==> config.mk <==
export PLATFORM = sky130hd
export DESIGN_NAME = psr_regs
export DESIGN_NICKNAME = d
export VERILOG_FILES = /design/src/rtl/psr_pkg.sv /design/src/rtl/psr_regs.sv
export VERILOG_INCLUDE_DIRS = /design/src /design/src/rtl
export SDC_FILE = /design/constraint.sdc
export NUM_CORES = 1
export LEC_CHECK = 0
export BUFFER_PORTS_ARGS = -buffer_cell sky130_fd_sc_hd__buf_2
export CORE_MARGIN = 3
export CORE_UTILIZATION = 49
export DETAILED_ROUTE_END_ITERATION = 10
export GPL_ROUTABILITY_DRIVEN = 0
export PLACE_DENSITY = 0.74
export SYNTH_ARGS = -nofsm -noshare
export SYNTH_HDL_FRONTEND = slang
export SYNTH_SLANG_ARGS = --single-unit
==> constraint.sdc <==
create_clock -name clk_i -period 3.3 [get_ports clk_i]
set_clock_uncertainty 0.15 [all_clocks]
set_input_delay 0.165 -clock clk_i [delete_from_list [all_inputs] [get_ports clk_i]]
set_output_delay 0.165 -clock clk_i [all_outputs]
set_load 0.02 [all_outputs]
==> src/rtl/psr_cfg.svh <==
`ifndef PSR_CFG_SVH
`define PSR_CFG_SVH
`define PSR_OFS_IDENT 7'h00
`define PSR_OFS_TEMP 7'h01
`define PSR_OFS_CTRL 7'h02
`define PSR_OFS_MASK 7'h03
`define PSR_OFS_NV_MIN 7'h21
`define PSR_OFS_NV_MAX 7'h22
`define PSR_OFS_NV_BOOST 7'h23
`define PSR_OFS_NV_GHI 7'h24
`define PSR_OFS_NV_GLO 7'h25
`define PSR_OFS_BURN 7'h78
`define PSR_OFS_RELOAD 7'h79
`define PSR_OFS_RESTART 7'h7A
`define PSR_CTRL_PAR_BIT 7
`define PSR_CTRL_START_BIT 6
`define PSR_TALLY_MAX 3'h6
`define PSR_RST_BYTE 8'h00
`define PSR_RST_BIT 1'b0
`define PSR_PIN_IDLE 1'b1
`define PSR_TALLY_RST 3'h0
`define PSR_TALLY_STEP 3'h1
`define PSR_PROGRAM_CYCLE_TALLY 5
`define PSR_IDENT_PAD 2'b00
`endif

==> src/rtl/psr_pkg.sv <==
package psr_pkg;
	typedef logic [7:0] psr_byte_t;
	typedef logic [6:0] psr_addr_t;
endpackage

==> src/rtl/psr_regs.sv <==
// Overview of operation
// Control bit 7 enables parity checking of every write; when clear, writes are never checked; it resets to 0.
// Writing 1 to control bit 6 launches the selected power-up sequence; it resets to 0 in the standard variant.
// In the self-starting variant control bit 6 resets to 1 so the sequence runs without a write.
// Control bits 5:3 report how many memory programming operations happened, saturating at 6.
// The temperature register at 0x01 is read-only, shows the digitised reference-pin voltage and is 0 after reset.
// Mask bit 7 stops a high-voltage input or boost overvoltage from pulling the fault pin low; reset 0.
// Mask bit 6 stops a positive analog rail undervoltage from pulling the fault pin low; reset 0.
// Mask bits 5 and 4 stop negative analog rail overvoltage and undervoltage from pulling the fault pin low.
// Mask bits 3 and 2 stop gate-high supply overvoltage and undervoltage from pulling the fault pin low.
// Mask bit 1 stops a gate-low supply overvoltage from pulling the fault pin low; read/write, reset 0.
// Mask bit 0 stops a gate-low supply undervoltage from pulling the fault pin low; read/write, reset 0.
// The host adjusts parity of command writes through the payload byte and never changes the command byte.
// The fault pin is low while any unmasked rail fault is present and released when none remains.
// Writes to the identity, temperature, tally and revision fields are ignored.
`timescale 1ns/100ps
`default_nettype none
`include "psr_cfg.svh"
module psr_regs
#(
	parameter logic SELF_START = 1'b0,
	parameter logic [5:0] PART_CODE = 6'h2A,     // Arbitrary value
	parameter logic [2:0] SILICON_REVISION = 3'h5 // Arbitrary value
)
(
	input wire logic clk_i,
	input wire logic srst_i,
	input wire logic wr_i,
	input wire logic rd_i,
	input wire psr_pkg::psr_addr_t addr_i,
	input wire psr_pkg::psr_byte_t wdata_i,
	input wire logic parity_i,
	input wire psr_pkg::psr_byte_t temp_sample_i,
	input wire logic temp_valid_i,
	input wire logic program_done_i,
	input wire logic [7:0] rail_fault_i,
	output psr_pkg::psr_byte_t rdata_o,
	output logic parity_err_o,
	output logic seq_start_o,
	output logic burn_o,
	output logic reload_o,
	output logic restart_o,
	output psr_pkg::psr_byte_t nv_min_o,
	output psr_pkg::psr_byte_t nv_max_o,
	output psr_pkg::psr_byte_t nv_boost_o,
	output psr_pkg::psr_byte_t nv_gate_hi_o,
	output psr_pkg::psr_byte_t nv_gate_lo_o,
	output logic fault_pin_n_o
);

	//////////////////////////////////////////////////////////////////////
	// Pin synchronisers for asynchronous fault comparators
	logic [7:0] flt_s1_q, flt_s2_q;
	always_ff @(posedge clk_i)
	begin
		flt_s1_q <= rail_fault_i;
		flt_s2_q <= flt_s1_q;
	end

	//////////////////////////////////////////////////////////////////////
	// Register state
	logic par_en_q, par_en_d, start_q, start_d, perr_q, perr_d;
	logic [2:0] tally_q, tally_d;
	psr_pkg::psr_byte_t temp_q, temp_d, mask_q, mask_d;
	psr_pkg::psr_byte_t nv_q [`PSR_PROGRAM_CYCLE_TALLY], nv_d [`PSR_PROGRAM_CYCLE_TALLY];
	psr_pkg::psr_byte_t rdata_q, rdata_d;
	logic burn_q, burn_d, reload_q, reload_d, restart_q, restart_d;
	logic fault_n_q, fault_n_d;
	logic wr_ok, wr_ctrl, wr_mask, wr_nv;

	// Tally and revision must sit exactly below the two writable control bits
	if ($bits(SILICON_REVISION) + $bits(tally_q) != `PSR_CTRL_START_BIT)
	begin : g_bad_layout
		$error("control byte layout does not fit");
	end

	//////////////////////////////////////////////////////////////////////
	// Address decode
	function automatic logic is_nv(input psr_pkg::psr_addr_t a);
		is_nv = (a >= `PSR_OFS_NV_MIN) && (a <= `PSR_OFS_NV_GLO);
	endfunction

	function automatic logic [2:0] nv_index(input psr_pkg::psr_addr_t a);
		nv_index = 3'(a - `PSR_OFS_NV_MIN);
	endfunction

	always_comb
	begin
		// Odd parity over data byte plus parity bit
		wr_ok = wr_i && (!par_en_q || (^{wdata_i, parity_i}));
		// Identity, temperature, tally and revision have no write path
		wr_ctrl = wr_ok && (addr_i == `PSR_OFS_CTRL);
		wr_mask = wr_ok && (addr_i == `PSR_OFS_MASK);
		wr_nv = wr_ok && is_nv(addr_i);
	end

	//////////////////////////////////////////////////////////////////////
	// Control bits and parity error
	always_comb
	begin
		par_en_d = par_en_q;
		start_d = start_q;
		if (wr_ctrl)
		begin
			par_en_d = wdata_i[`PSR_CTRL_PAR_BIT];
			start_d = wdata_i[`PSR_CTRL_START_BIT];
		end
		// A refused write leaves no trace but this one-cycle pulse
		perr_d = wr_i && !wr_ok;
	end

	always_ff @(posedge clk_i)
	begin
		if (srst_i)
		begin
			par_en_q <= `PSR_RST_BIT;
			start_q <= SELF_START;
			perr_q <= `PSR_RST_BIT;
		end
		else
		begin
			par_en_q <= par_en_d;
			start_q <= start_d;
			perr_q <= perr_d;
		end
	end

	//////////////////////////////////////////////////////////////////////
	// Programming tally and temperature reading
	always_comb
	begin
		tally_d = tally_q;
		// Saturate rather than wrap so a worn memory never reads as fresh
		if (program_done_i && tally_q != `PSR_TALLY_MAX)
			tally_d = 3'(tally_q + `PSR_TALLY_STEP);
		temp_d = temp_valid_i ? temp_sample_i : temp_q;
	end

	always_ff @(posedge clk_i)
	begin
		if (srst_i)
		begin
			tally_q <= `PSR_TALLY_RST;
			temp_q <= `PSR_RST_BYTE;
		end
		else
		begin
			tally_q <= tally_d;
			temp_q <= temp_d;
		end
	end

	//////////////////////////////////////////////////////////////////////
	// Fault mask and fault pin
	always_comb
	begin
		mask_d = wr_mask ? wdata_i : mask_q;
		// Any unmasked fault drives the pin low
		fault_n_d = ~|(flt_s2_q & ~mask_q);
	end

	always_ff @(posedge clk_i)
	begin
		if (srst_i)
		begin
			mask_q <= `PSR_RST_BYTE;
			fault_n_q <= `PSR_PIN_IDLE;
		end
		else
		begin
			mask_q <= mask_d;
			fault_n_q <= fault_n_d;
		end
	end

	//////////////////////////////////////////////////////////////////////
	// Nonvolatile shadows
	always_comb
	begin
		nv_d = nv_q;
		if (wr_nv)
			nv_d[nv_index(addr_i)] = wdata_i;
	end

	always_ff @(posedge clk_i)
	begin
		if (srst_i)
		begin
			for (int i = 0; i < `PSR_PROGRAM_CYCLE_TALLY; i++)
				nv_q[i] <= `PSR_RST_BYTE;
		end
		else
			nv_q <= nv_d;
	end

	//////////////////////////////////////////////////////////////////////
	// Command strobes
	always_comb
	begin
		// Any payload fires the command, so the host is free to trim parity with it
		burn_d = wr_ok && (addr_i == `PSR_OFS_BURN);
		reload_d = wr_ok && (addr_i == `PSR_OFS_RELOAD);
		restart_d = wr_ok && (addr_i == `PSR_OFS_RESTART);
	end

	always_ff @(posedge clk_i)
	begin
		if (srst_i)
		begin
			burn_q <= `PSR_RST_BIT;
			reload_q <= `PSR_RST_BIT;
			restart_q <= `PSR_RST_BIT;
		end
		else
		begin
			burn_q <= burn_d;
			reload_q <= reload_d;
			restart_q <= restart_d;
		end
	end

	//////////////////////////////////////////////////////////////////////
	// Read data
	always_comb
	begin
		rdata_d = rdata_q;
		if (rd_i)
		begin
			if (is_nv(addr_i))
				rdata_d = nv_q[nv_index(addr_i)];
			else
			begin
				unique case (addr_i)
					`PSR_OFS_IDENT: rdata_d = {`PSR_IDENT_PAD, PART_CODE};
					`PSR_OFS_TEMP: rdata_d = temp_q;
					`PSR_OFS_CTRL: rdata_d = {par_en_q, start_q, tally_q, SILICON_REVISION};
					`PSR_OFS_MASK: rdata_d = mask_q;
					default: rdata_d = `PSR_RST_BYTE;
				endcase
			end
		end
	end

	always_ff @(posedge clk_i)
	begin
		if (srst_i)
			rdata_q <= `PSR_RST_BYTE;
		else
			rdata_q <= rdata_d;
	end

	assign rdata_o = rdata_q;
	assign parity_err_o = perr_q;
	assign seq_start_o = start_q;
	assign burn_o = burn_q;
	assign reload_o = reload_q;
	assign restart_o = restart_q;
	assign nv_min_o = nv_q[0];
	assign nv_max_o = nv_q[1];
	assign nv_boost_o = nv_q[2];
	assign nv_gate_hi_o = nv_q[3];
	assign nv_gate_lo_o = nv_q[4];
	assign fault_pin_n_o = fault_n_q;

endmodule
`default_nettype wire
==> results of run 1 <==
## where the power goes
group	total [mW]	switching (mW)	internal [mW]	leakage [nW]
Sequential	1.12	0.0133	1.11	0.735
Combinational	0.200	0.116	0.0840	1.54
Clock	0.688	0.377	0.311	0.0916
## cells in the mapped netlist (all sizes together)
cell type  count
a211oi         3
a41oi          3
nand2         67
o22ai          4
or4            2
nand2b         2
o21ai         12
mux2i         73
and4b          1
nor4           1
a221o          1
and3          11
dfxtp         90
a32oi          2
xnor2          3
nor3           9
ha             7
nor2b          3
xnor3          2
xor2           2
or3            1
a21boi         3
and2           5
nor2          26
a21oi          4
a22oi          3
nand3          4
mux2           1
o41ai          1
a311oi         5
nand4          5
o21a           7
inv           12
buf            7
nor3b          2
clkbuf        14
## worst paths after layout
check                   startpoint                        to  slack [ns]  cells after the start
max                      addr_i[0]  nv_min_o[6]$_SDFFE_PP0P_        1.09                      8
min                         srst_i    temp_q[1]$_SDFFE_PP0P_        0.03                      2
max reg2reg  par_en_q$_SDFFE_PP0P_    mask_q[2]$_SDFFE_PP0P_        1.64                      4
min reg2reg    flt_s1_q[1]$_DFF_P_       flt_s2_q[1]$_DFF_P_        0.17                      0
## registers in the layout (all words and copies together) (netlist names)
signal and cells:
flt_s1_q 8, restart_o 1, flt_s2_q 8, seq_start_o 1
par_en_q 1, nv_gate_hi_o 8, tally_q 3, mask_q 8
temp_q 8, rdata_o 8, fault_pin_n_o 1, nv_boost_o 8
nv_gate_lo_o 8, parity_err_o 1, nv_max_o 8, reload_o 1
nv_min_o 8, burn_o 1
## logic make-up after synthesis
logic type      count (synthesis)  synth area share, %
mux                            74                 19.1
fa+ha+maj                       7                 2.24
simple gates                  139                 18.0
compound gates                 48                 8.49
buf+inv                        33                 3.65
flops                          90                 46.2
xor+xnor                        7                 2.31
## per-stage QoR
stage	hold WS, ns	cells	setup slack, ns	util, %	total power [mW]
global route	0.0437	602	0.852	63.5	2.08
finish	0.0256	602	1.09	63.5	2.01
floorplan	0.0427	398	0.761	-	1.27
CTS	0.0186	602	1.09	63.5	2.02
detailed placement	0.119	570	0.725	58.9	1.33
global placement	0.119	570	0.803	58.9	1.33
## area by class of cell
class	count	area, um^2	area share, %
clock inverter	4	26.3	0.552
tap	99	124	2.60
multi-input combinational	275	1960	41.2
inverter	12	45.0	0.947
sequential	90	1800	37.9
timing repair buffer	111	648	13.6
clock buffer	11	151	3.18
## layer usage
metal / up-vias / routed length, um / global-route usage [%]
li1: 1586 / - / -
met1: 1503 / 4490 / 31.5
met2: 129 / 4290 / 33.5
met3: 23 / 765 / 4.81
met4: 0 / 238 / 8.53
met5: - / 0 / 0
## repair_timing
| item | 4_1_cts | 5_1_grt |
|---|---|---|
| setup buffers | 0 | 0 |
| hold buffers | 17 | 0 |
| endpoints found under the hold margin | 17 | 0 |
==> impl_metrics.json, run 1 <==
{
  "cts.path.max_buffers": 2,
  "crit_arrival_ns": 2.29,
  "cts_inserted_buffers": 9,
  "synth_area_mm2": 0.00390,
  "setup_tns_ns": 0,
  "crit_path_start_kind": "primary input",
  "ctsResizeCount": 0,
  "ir_drop_v": 0.000271,
  "path_buf_inv": 2,
  "first_pass_iters": 4,
  "start_util_pct": 52.1,
  "max_cap_violations": 0,
  "dr.first_iter.drc_count": 195,
  "via_count": 3241,
  "drc": 0,
  "cpMaxStageDelayCell": "or4_1",
  "mostFrequentLayoutCell": "buf_2",
  "postRouteAntennaNets": 0,
  "die_area_mm2": 0.00907,
  "grt_pass1_wl_mm": 15.5,
  "hold_path_class": "in2reg",
  "wl_mm": 9.79,
  "wire_per_inst_um": 16.3,
  "drv_slew": 0,
  "placed_area_mm2": 0.00441,
  "synth-seq-area-share_pct": 46.2,
  "h-tree-depth": 3,
  "rows": 31,
  "port-buffer-count": 91,
  "die_x_um": 95.3,
  "power.density_mw_per_mm2": 423,
  "clk-insertion-delay-late_ns": 0.35,
  "slowest_delay_ns": 0.52,
  "worstPathMaxFanout": 13,
  "grt_max_degree": 45,
  "grt-ovfl-total": 0,
  "rsz0062_at_grt": "false",
  "areaGrowthSynthToFinish_pct": 21.8,
  "critPathRequiredTime_ns": 3.37,
  "critPathCaptureType": "flop",
  "syn_avg_cell_area_um2": 9.81,
  "diodes": 0,
  "viasPerCell": 5.38,
  "nets": 544,
  "yosys.area.top_type_share_pct": 46.2,
  "dp_hpwl_mm": 7.11,
  "ys_top_cells_by_area": "dfxtp_1 (46%), mux2i_1 (19%), nand2_1 (6.4%)",
  "timing.fmax_mhz": 452,
  "cts.clk_slew.worst_paths_ns": 0.09,
  "critPathTopFamily": "simple AND/OR/NAND/NOR gates",
  "status": "complete, no violations",
  "cts_tree": "built",
  "p_leak_nw": 2.37,
  "io_pins": 92,
  "crit_type": "in2reg",
  "tightest_slew_ns": 0.765,
  "synthCells": 398,
  "cts.sinks": 90,
  "synth_area_leader_cell": "dfxtp_1",
  "die_y_um": 95.3,
  "cts_root_buf": "clkbuf_8",
  "yosysWarningCount": 0,
  "synth_nets": 443,
  "grt_pass1_vias": 3063,
  "grt_usage_pct": 22.4,
  "synth-seq-cells": 90,
  "layout_common_cells": "buf_2 (91), dfxtp_1 (90), mux2i_1 (73)",
  "drive_gt1_share_pct": 24.3,
  "relSlewSlack_pct": 48.9,
  "fin_crit_ns": 2.21,
  "finalHoldViolCount": 0,
  "cp_cell_sequence": "buf_2, inv_1, ha_1, xor2_1, or4_1, nor2_4, nand3_2, mux2i_1",
  "design_area_mm2": 0.00476,
  "ys_types": 46,
  "fill_cells": 652,
  "min_period_over_period_pct": 67.0,
  "setup-violations-final": 0,
  "core_mm2": 0.00749,
  "antenna_found_initial": 0
}
Note: power is estimated with default switching activity, not from simulation.
==> run 2, diff against run 1 <==
==> constraint.sdc (replaced) <==
create_clock -name clk_i -period 2.1 [get_ports clk_i]
set_clock_uncertainty 0.15 [all_clocks]
set_input_delay 0.105 -clock clk_i [delete_from_list [all_inputs] [get_ports clk_i]]
set_output_delay 0.105 -clock clk_i [all_outputs]
set_load 0.02 [all_outputs]
==> impl_metrics.json, run 2 (synthesis results as in run 1) <==
{
  "status": "complete, no violations",
  "dr.first_iter.drc_count": 237,
  "fin_cells": 626,
  "hold_path_class": "in2reg",
  "antenna_found_initial": 0,
  "io_pins": 92,
  "viasPerCell": 5.40,
  "design_area_mm2": 0.00506,
  "critPathCaptureType": "flop",
  "wire_per_inst_um": 16.3,
  "drive_gt1_share_pct": 26.4,
  "tightest_slew_ns": 0.457,
  "core_mm2": 0.00749,
  "cp_cell_sequence": "buf_2, inv_8, ha_4, xor2_4, or4_4, nor2_4, nand4_4, mux2i_1",
  "cts_inserted_buffers": 9,
  "start_util_pct": 52.1,
  "ir_drop_v": 0.000528,
  "postRouteAntennaNets": 0,
  "cts.path.max_buffers": 2,
  "relSlewSlack_pct": 69.6,
  "dp_hpwl_mm": 7.31,
  "cts_tree": "built",
  "port-buffer-count": 91,
  "diodes": 0,
  "die_area_mm2": 0.00907,
  "cpMaxStageDelayCell": "or4_4",
  "fill_cells": 611,
  "min_period_over_period_pct": 85.5,
  "placed_area_mm2": 0.00456,
  "crit_path_start_kind": "primary input",
  "rsz0062_at_grt": "false",
  "die_x_um": 95.3,
  "slowest_delay_ns": 0.53,
  "worstPathMaxFanout": 8,
  "ctsResizeCount": 0,
  "drv_slew": 0,
  "dp_slack_ns": -0.0809,
  "holdBufCountCts": 28,
  "grt_max_degree": 30,
  "cts_root_buf": "clkbuf_8",
  "clk-insertion-delay-late_ns": 0.36,
  "cts.sinks": 90,
  "rows": 31,
  "critPathRequiredTime_ns": 2.19,
  "dp.cells": 582,
  "power.density_mw_per_mm2": 674,
  "h-tree-depth": 3,
  "mostFrequentLayoutCell": "buf_2",
  "critPathTopFamily": "simple AND/OR/NAND/NOR gates",
  "cts_setup_buffers": 0,
  "layout_common_cells": "buf_2 (91), dfxtp_1 (90), mux2i_1 (73)",
  "grt_usage_pct": 23.7,
  "timing.fmax_mhz": 557,
  "die_y_um": 95.3,
  "drc": 0,
  "wl_mm": 10.2,
  "fin_crit_ns": 1.80,
  "nets": 567,
  "grt-ovfl-total": 0,
  "setup_tns_ns": 0,
  "finalHoldViolCount": 0,
  "p_total_mw": 3.41,
  "grt_pass1_wl_mm": 16.6,
  "first_pass_iters": 5,
  "grt_pass1_vias": 3284,
  "areaGrowthSynthToFinish_pct": 29.6,
  "cts.clk_slew.worst_paths_ns": 0.10,
  "holdWs_ns": 0.0609,
  "via_count": 3378,
  "worst_slack_ns": 0.304,
  "crit_type": "in2reg",
  "path_buf_inv": 2,
  "utilization_pct": 67.6,
  "setup-violations-final": 0,
  "p_leak_nw": 2.52,
  "crit_arrival_ns": 1.88,
  "max_cap_violations": 0,
  "reg2reg_slack_ns": 0.45
}
[run 2: worst paths after layout]
path	startpoint	end	cells past startpoint
max	addr_i[0]	nv_gate_hi_o[2]$_SDFFE_PP0P_	8
min	wdata_i[4]	mask_q[4]$_SDFFE_PP0P_	3
max reg2reg	par_en_q$_SDFFE_PP0P_	mask_q[3]$_SDFFE_PP0P_	4
min reg2reg	flt_s1_q[6]$_DFF_P_	flt_s2_q[6]$_DFF_P_	0
[run 2: cell type report]
| type | instances | area [um^2] | share of cell area [%] |
|---|---|---|---|
| clock buffers | 9 | 124 | 2.45 |
| clock inverters | 7 | 92.6 | 1.83 |
| repair buffers | 134 | 861 | 17.0 |
| multi-input cells | 275 | 2000 | 39.6 |
| flip-flops and latches | 90 | 1800 | 35.6 |
| inverters | 12 | 52.6 | 1.04 |
| well taps | 99 | 124 | 2.45 |
[run 2: power breakdown]
group	internal (mW)	total [mW]	switching [mW]	leakage (nW)
sequential	1.75	1.77	0.0223	0.735
clock	0.590	1.28	0.687	0.112
combinational	0.164	0.363	0.198	1.67
[run 2: worst min-delay path, delay by kind of cell]
kind	cells	cell delay (ns)
and+or+nand+nor	1	0.21
buffers and inverters	1	0.11
muxes	1	0.11
[run 2: routing by layer]
layer	GRT usage, %	vias up	part of all wire [%]
met5	0	-	0
met4	8.53	0	2.1
met3	5.21	22	7.9
met2	36.4	139	46
met1	32.8	1583	44
li1	-	1634	-
